### src/cfm_pkg.sv
package cfm_pkg;
  localparam logic [7:0] CFM_OFS_PTR_HIGH = 8'hda;
  localparam logic [7:0] CFM_OFS_PTR_LOW = 8'hdb;
  localparam logic [7:0] CFM_OFS_STATUS = 8'hd5;
  localparam logic [7:0] CFM_OFS_MASK = 8'hdd;
  localparam int CFM_BIT_CARRY = 7;
  localparam int CFM_BIT_ZERO = 6;
  localparam int CFM_BIT_SIGN = 5;
  localparam int CFM_BIT_OVFL = 4;
  localparam int CFM_BIT_DEC = 3;
  localparam int CFM_BIT_HALF = 2;
  localparam int CFM_BIT_FAST = 1;
  localparam int CFM_BIT_BANK = 0;
  localparam logic CFM_FAST_RST = 1'h0;
  localparam logic CFM_BANK_RST = 1'h0;
  localparam int CFM_LEVEL_TIMER0 = 0;
  localparam int CFM_LEVEL_INTERVAL = 1;
  localparam int CFM_LEVEL_TIMER1 = 2;
  localparam int CFM_LEVEL_DISPLAY = 3;
  localparam int CFM_LEVEL_EXT_A = 4;
  localparam int CFM_LEVEL_EXT_B = 5;
  localparam int CFM_LEVEL_EXT_C = 6;
  localparam int CFM_LEVEL_SLAVE = 7;

  typedef enum logic [1:0] {
    CFM_OP_ADD = 2'h1,
    CFM_OP_SUB = 2'h2
  } cfm_op_t;

  // One ALU operation and its operands offered for flag update
  typedef struct packed {
    logic valid;
    cfm_op_t op;
    logic [7:0] a;
    logic [7:0] b;
    logic carry_in;
  } cfm_alu_t;

  typedef struct packed {
    logic wr;
    logic rd;
    logic [7:0] addr;
    logic [7:0] wdata;
  } cfm_reg_req_t;
endpackage : cfm_pkg
### src/cfm_core_regs.sv
`timescale 1ns/1ps
////////////////////////////////////////////////////////////////////////////////
// Contract
// - Carry set on carry or borrow at bit7
// - Zero set when result is zero
// - Sign copies result MSB
// - Overflow set when signed result out of range
// - Decimal flag zero add, one subtract
// - Half carry on bit3 carry or borrow
// - Fast flag set during fast service
// - Fast flag cleared by interrupt return
// - Bank bit selects bank; bank instructions write it
// - Mask bit n enables level n
// - Level 0 is first timer counter
// - Level 1 is interval timer
// - Level 2 is second timer counter
// - Level 3 is display data channel
// - Levels 4-6 are external pins a-c
// - Level 7 is slave-only I2C controller
// - High pointer byte holds bits 15-8
// - Low pointer byte holds bits 7-0
module cfm_core_regs
  import cfm_pkg::*;
#(
  parameter int LEVELS = 8
) (
  input wire logic core_clk,
  input wire logic reset_n,
  input wire cfm_reg_req_t reg_req,
  input wire cfm_alu_t alu,
  input wire logic fast_service_enter,
  input wire logic return_from_interrupt_instr,
  input wire logic select_bank_zero_instr,
  input wire logic select_bank_one_instr,
  input wire logic first_timer_counter,
  input wire logic interval_timer,
  input wire logic second_timer_counter,
  input wire logic display_data_channel_ctrl,
  input wire logic external_pin_irq_a,
  input wire logic external_pin_irq_b,
  input wire logic external_pin_irq_c,
  input wire logic slave_i2c_irq,
  output logic [7:0] reg_rdata,
  output logic [7:0] status_byte,
  output logic [15:0] instruction_pointer,
  output logic [LEVELS-1:0] level_enabled_req,
  output logic bank_select
);

  ////////////////////////////////////////////////////////////////////////////
  logic [7:0] cpu_status_byte_r;
  logic [7:0] cpu_status_byte_nxt;
  logic [7:0] interrupt_level_mask_r;
  logic [7:0] instr_pointer_high_r;
  logic [7:0] instr_pointer_low_r;
  logic [LEVELS-1:0] level_req_r;
  logic [7:0] reg_rdata_r;
  logic [LEVELS-1:0] level_raw;

  wire sel_status = reg_req.addr == CFM_OFS_STATUS;
  wire sel_mask = reg_req.addr == CFM_OFS_MASK;
  wire sel_ptr_high = reg_req.addr == CFM_OFS_PTR_HIGH;
  wire sel_ptr_low = reg_req.addr == CFM_OFS_PTR_LOW;
  wire wr_status = reg_req.wr && sel_status;

  ////////////////////////////////////////////////////////////////////////////
  // Arithmetic: nine-bit sums give carry, borrow and signed range
  wire is_sub = alu.op == CFM_OP_SUB;
  wire alu_add = alu.valid && (alu.op == CFM_OP_ADD);
  wire alu_sub = alu.valid && is_sub;
  wire [8:0] add_full = {1'b0, alu.a} + {1'b0, alu.b} + {8'h00, alu.carry_in};
  wire [8:0] sub_full = {1'b0, alu.a} - {1'b0, alu.b} - {8'h00, alu.carry_in};
  wire [4:0] add_low = {1'b0, alu.a[3:0]} + {1'b0, alu.b[3:0]} + {4'h0, alu.carry_in};
  wire [4:0] sub_low = {1'b0, alu.a[3:0]} - {1'b0, alu.b[3:0]} - {4'h0, alu.carry_in};
  wire [8:0] full = is_sub ? sub_full : add_full;
  wire [7:0] result = full[7:0];
  wire carry_out = full[8];
  wire half_out = is_sub ? sub_low[4] : add_low[4];
  wire zero_out = result == 8'h00;
  wire sign_out = result[7];
  // Signed range exceeded when operands agree in sign (add) or differ (sub) and result sign differs from operand a
  wire ovfl_add = (alu.a[7] == alu.b[7]) && (result[7] != alu.a[7]);
  wire ovfl_sub = (alu.a[7] != alu.b[7]) && (result[7] != alu.a[7]);
  wire ovfl_out = is_sub ? ovfl_sub : ovfl_add;
  wire alu_upd = alu_add || alu_sub;

  ////////////////////////////////////////////////////////////////////////////
  // Hardware events outrank a software write of the same bit
  always_comb begin
    cpu_status_byte_nxt = cpu_status_byte_r;
    if (wr_status) begin
      cpu_status_byte_nxt = reg_req.wdata;
    end
    if (alu_upd) begin
      cpu_status_byte_nxt[CFM_BIT_CARRY] = carry_out;
      cpu_status_byte_nxt[CFM_BIT_ZERO] = zero_out;
      cpu_status_byte_nxt[CFM_BIT_SIGN] = sign_out;
      cpu_status_byte_nxt[CFM_BIT_OVFL] = ovfl_out;
      cpu_status_byte_nxt[CFM_BIT_DEC] = is_sub;
      cpu_status_byte_nxt[CFM_BIT_HALF] = half_out;
    end
    if (return_from_interrupt_instr) begin
      cpu_status_byte_nxt[CFM_BIT_FAST] = 1'b0;
    end
    if (fast_service_enter) begin
      cpu_status_byte_nxt[CFM_BIT_FAST] = 1'b1;
    end
    if (select_bank_zero_instr) begin
      cpu_status_byte_nxt[CFM_BIT_BANK] = 1'b0;
    end
    if (select_bank_one_instr) begin
      cpu_status_byte_nxt[CFM_BIT_BANK] = 1'b1;
    end
  end

  // Flags other than fast and bank are undefined at reset; zero chosen here
  always_ff @(posedge core_clk) begin
    if (!reset_n) begin
      cpu_status_byte_r <= {6'h00, CFM_FAST_RST, CFM_BANK_RST};
    end else begin
      cpu_status_byte_r <= cpu_status_byte_nxt;
    end
  end

  // Mask and pointer keep no reset so software must load them
  always_ff @(posedge core_clk) begin
    if (reg_req.wr && sel_mask) begin
      interrupt_level_mask_r <= reg_req.wdata;
    end
    if (reg_req.wr && sel_ptr_high) begin
      instr_pointer_high_r <= reg_req.wdata;
    end
    if (reg_req.wr && sel_ptr_low) begin
      instr_pointer_low_r <= reg_req.wdata;
    end
  end

  ////////////////////////////////////////////////////////////////////////////
  assign level_raw[CFM_LEVEL_TIMER0] = first_timer_counter;
  assign level_raw[CFM_LEVEL_INTERVAL] = interval_timer;
  assign level_raw[CFM_LEVEL_TIMER1] = second_timer_counter;
  assign level_raw[CFM_LEVEL_DISPLAY] = display_data_channel_ctrl;
  assign level_raw[CFM_LEVEL_EXT_A] = external_pin_irq_a;
  assign level_raw[CFM_LEVEL_EXT_B] = external_pin_irq_b;
  assign level_raw[CFM_LEVEL_EXT_C] = external_pin_irq_c;
  assign level_raw[CFM_LEVEL_SLAVE] = slave_i2c_irq;

  genvar gi;
  generate
    for (gi = 0; gi < LEVELS; gi++) begin : g_level
      always_ff @(posedge core_clk) begin
        if (!reset_n) begin
          level_req_r[gi] <= 1'b0;
        end else begin
          level_req_r[gi] <= level_raw[gi] && interrupt_level_mask_r[gi];
        end
      end
    end
  endgenerate

  ////////////////////////////////////////////////////////////////////////////
  wire [7:0] rd_mux = sel_status ? cpu_status_byte_r :
                      sel_mask ? interrupt_level_mask_r :
                      sel_ptr_high ? instr_pointer_high_r :
                      sel_ptr_low ? instr_pointer_low_r : 8'h00;

  // Unmapped reads return zero
  always_ff @(posedge core_clk) begin
    if (!reset_n) begin
      reg_rdata_r <= 8'h00;
    end else if (reg_req.rd) begin
      reg_rdata_r <= rd_mux;
    end
  end

  assign reg_rdata = reg_rdata_r;
  assign status_byte = cpu_status_byte_r;
  assign instruction_pointer = {instr_pointer_high_r, instr_pointer_low_r};
  assign level_enabled_req = level_req_r;
  assign bank_select = cpu_status_byte_r[CFM_BIT_BANK];

  // Every level is blocked by its own mask bit
  for (genvar gj = 0; gj < LEVELS; gj++) begin : g_level_chk

  end
endmodule : cfm_core_regs

### config.mk
export PLATFORM = sky130hd
export DESIGN_NAME = cfm_core_regs
export DESIGN_NICKNAME = d
export VERILOG_FILES = /design/src/cfm_pkg.sv /design/src/cfm_core_regs.sv
export SDC_FILE = /design/constraint.sdc
export NUM_CORES = 1
export LEC_CHECK = 0
export ABC_CLOCK_PERIOD_IN_PS = 9400
export BUFFER_PORTS_ARGS = -buffer_cell sky130_fd_sc_hd__buf_2
export CORE_ASPECT_RATIO = 0.75
export CORE_MARGIN = 2
export CORE_UTILIZATION = 33
export DETAILED_ROUTE_END_ITERATION = 10
export REMOVE_ABC_BUFFERS = 1
export SLEW_MARGIN = 25
export SYNTH_ARGS = -nofsm -noshare
export SYNTH_HDL_FRONTEND = slang
export SYNTH_SLANG_ARGS = --single-unit
### constraint.sdc
create_clock -name core_clk -period 9.4 [get_ports core_clk]
set_input_delay 2.82 -clock core_clk [delete_from_list [all_inputs] [get_ports core_clk]]
set_output_delay 2.82 -clock core_clk [all_outputs]
set_load 0.01 [all_outputs]
==> results.md <==
* Yosys reg bits at 48
* Slew Viols, Final at 0
* Lkg Pwr at about 1.7 nW
* Postcts setup bufs at 0
* Post-route cell area at 3630 sq um
* First-pass GRT wire length at 11,600 um
* Final GP Congestion at about 0.85
* DP Area at 3480 sq um
* WL final at 7340 um
* Setup crit start kind: input pin
* HPWL after DPL at between 5000 and 6000 um
* Clock sink count at 48
* Number of max-cap violations at 0
* DR vias at 2,446
* Fin crit share at 58.5%
* Register area share after synthesis at between 40% and 50%
* Avg Inst Size Synth at just over 10 sq um
* TNS Setup at 0 ps
* EDFF count, synth at 24
* Final Power at 0.522 mW
* Clk slew on worst S/H paths at about 70 ps
* DR iter-0 viols at 175
* Synth area leaders: edfxtp_1 (25%), dfxtp_1 (17%), ha_1 (9.1%), inv_1 (3.9%), mux2i_1 (3.5%)
* Largest area contributor in the netlist: edfxtp_1
* Inserted Clock Buffers at 5
* Fmax at 182 MHz
* Top_reg_cell synth: edfxtp_1
* Hold-fix buffers at CTS at 0
* Netlist cell types at 55
* Drt first pass iters at 4
* Tightest Pin Transition at 710 ps
* VDD IR-drop max at 0.0000877 V
* Mapped Cells at roughly 280
* Grt ovf at 0
* RSZ-0062 raised after global routing: false
* Antenna violations before repair at 0
* Critical path type: in -> reg
* Setup crit end kind: register
* Mapped Area at 2890 sq um
* Worst Path Required at 9570 ps
* Share of the synthesized area in the top cell type at 25.0%
* Core footprint at between 8000 and 9000 sq um
* Via count of the first global-routing pass at between 2,000 and 2,500
* Initial core utilization at 34.0%
* PwrDens at 144 nW/um^2
* Ant. Diodes at 0
* Drt wl/cell at 15.2 um
* Clk Latency, worst-skew pair at 280 ps
* Final setup viols at 0
* Layout Nets at 451
* Status: finished clean
* Commonest cells after routing, fill and taps aside: buf_2 (92), inv_1 (30), edfxtp_1 (24), dfxtp_1 (24), ha_1 (21)
* Vias per cell at a little over 5
* Final core occ at between 40 and 50%
* Fin crit period at between 5000 and 6000 ps
* Tot GR Track Use at 15.2%
* IO buf count at 92
* H-tree Lvls at 2
* Share of layout cells above drive strength 1 at 30.7%
* Most common cell after layout, fill and taps aside: buf_2
* Final Hold Fails at 0
* Hold/Removal Path Class: reg -> reg
* Largest net degree at the start of global routing at 27
* Die Ht at 85.0 um
* Clock Tree Buf Depth at 2
* Row Count at 29
* Final Skew at about 6.4 ps
* Synthesis-to-layout area growth at 25.7%
* DIE AREA at 9520 sq um
* DRC viols at 0
* CTS tree: built
* Number of I/O pins at 93
* Die W at 112 um
* YS warnings at 0
* Rel. slew slack at approximately 52%
* Arr. time, crit path at 5680 ps
* Worst-path maximum fanout at 3
* Root Buffer: clkbuf_16
* Resize count post-CTS at 0
* Post-route ant nets at 0
* Share of async-settable or async-resettable flops after synthesis at 0%
## metrics by stage
step / setup slack (ps) / hold slack (ps) / cells
final: 3900 / 478 / 483
after global routing: 3730 / 496 / 483
after CTS: 3900 / 479 / 483
after detailed placement: 3600 / 464 / 475
after global placement: 3660 / 458 / 475
after floorplan: 3870 / 471 / 273
## synthesized netlist by cell type, types with 6 or more instances
cell type	instances
nand2_1	17
nor2_1	11
a22oi_1	8
o211ai_1	9
clkbuf_1	6
nor3_1	9
dfxtp_1	24
edfxtp_1	24
ha_1	21
inv_1	30
o211a_1	8
mux2i_1	10
o21ai_0	10
a21oi_1	12
and3_1	9
xnor2_1	6
## cells by family (layout without fill, tap and decap cells)
logic type | after synthesis | count (layout) | share of synthesized area (%)
muxes | 12 | 12 | 4.25
AOI/OAI and AO/OA | 73 | 73 | 19.0
and+or+nand+nor | 75 | 75 | 14.9
adders and majority gates | 25 | 25 | 11.9
DFF | 48 | 48 | 41.6
buffers and inverters | 38 | 132 | 5.33
xor gates and xnor gates | 10 | 10 | 3.03
## flip-flops by register name, indices dropped and copies added, names as in the netlist
| signal | flops |
|---|---|
| instr_pointer_low_r | 8 |
| reg_rdata | 8 |
| level_enabled_req | 8 |
| status_byte | 8 |
| interrupt_level_mask_r | 8 |
| instr_pointer_high_r | 8 |
## where the power goes
part,total (mW),internal (mW),switching (mW)
clock network,0.182,0.106,0.0755
registers,0.228,0.225,0.00329
logic,0.112,0.0495,0.0623
total,0.522,0.380,0.141
## per-layer routing
layer / track usage [%] / vias up / part of all wire [%] / wire (um)
li1: - / 1221 / - / -
met2: 23.8 / 78 / 44 / 3210
met3: 3.43 / 4 / 5.7 / 419
met5: 0 / - / 0 / 0
met1: 22.1 / 1143 / 50 / 3680
met4: 2.11 / 0 / 0.37 / 27
## area by class of cell
class,instances,area (sq um)
Fill cell,834,4860
Multi-Input combinational cell,195,1550
Sequential cell,48,1200
Timing Repair Buffer,94,475
Clock buffer,6,139
Tap cell,108,135
Inverter,30,113
Clock inverter,2,13.8
## path summary, 6_finish.rpt
path / from / end / slack [ps] / cells past startpoint
max: alu[0] / status_byte[7] / 3900 / 13
min: reg_rdata[4] / reg_rdata[4] / 480 / 1
max reg2reg: interrupt_level_mask_r[2] / reg_rdata[2] / 8420 / 3
min reg2reg: reg_rdata[4] / reg_rdata[4] / 480 / 1
## worst max-delay path, stage by stage
cell and delay, ps:
buf_2 110, inv_1 60, fa_1 580, inv_1 50, ha_1 180, or2_2 280, fa_1 380, nand2b_2 220
a2111oi_2 410, o41ai_1 160, xor2_1 140, nand2_1 60, a41o_1 230
No activity file was read; power rests on OpenSTA's default activity.
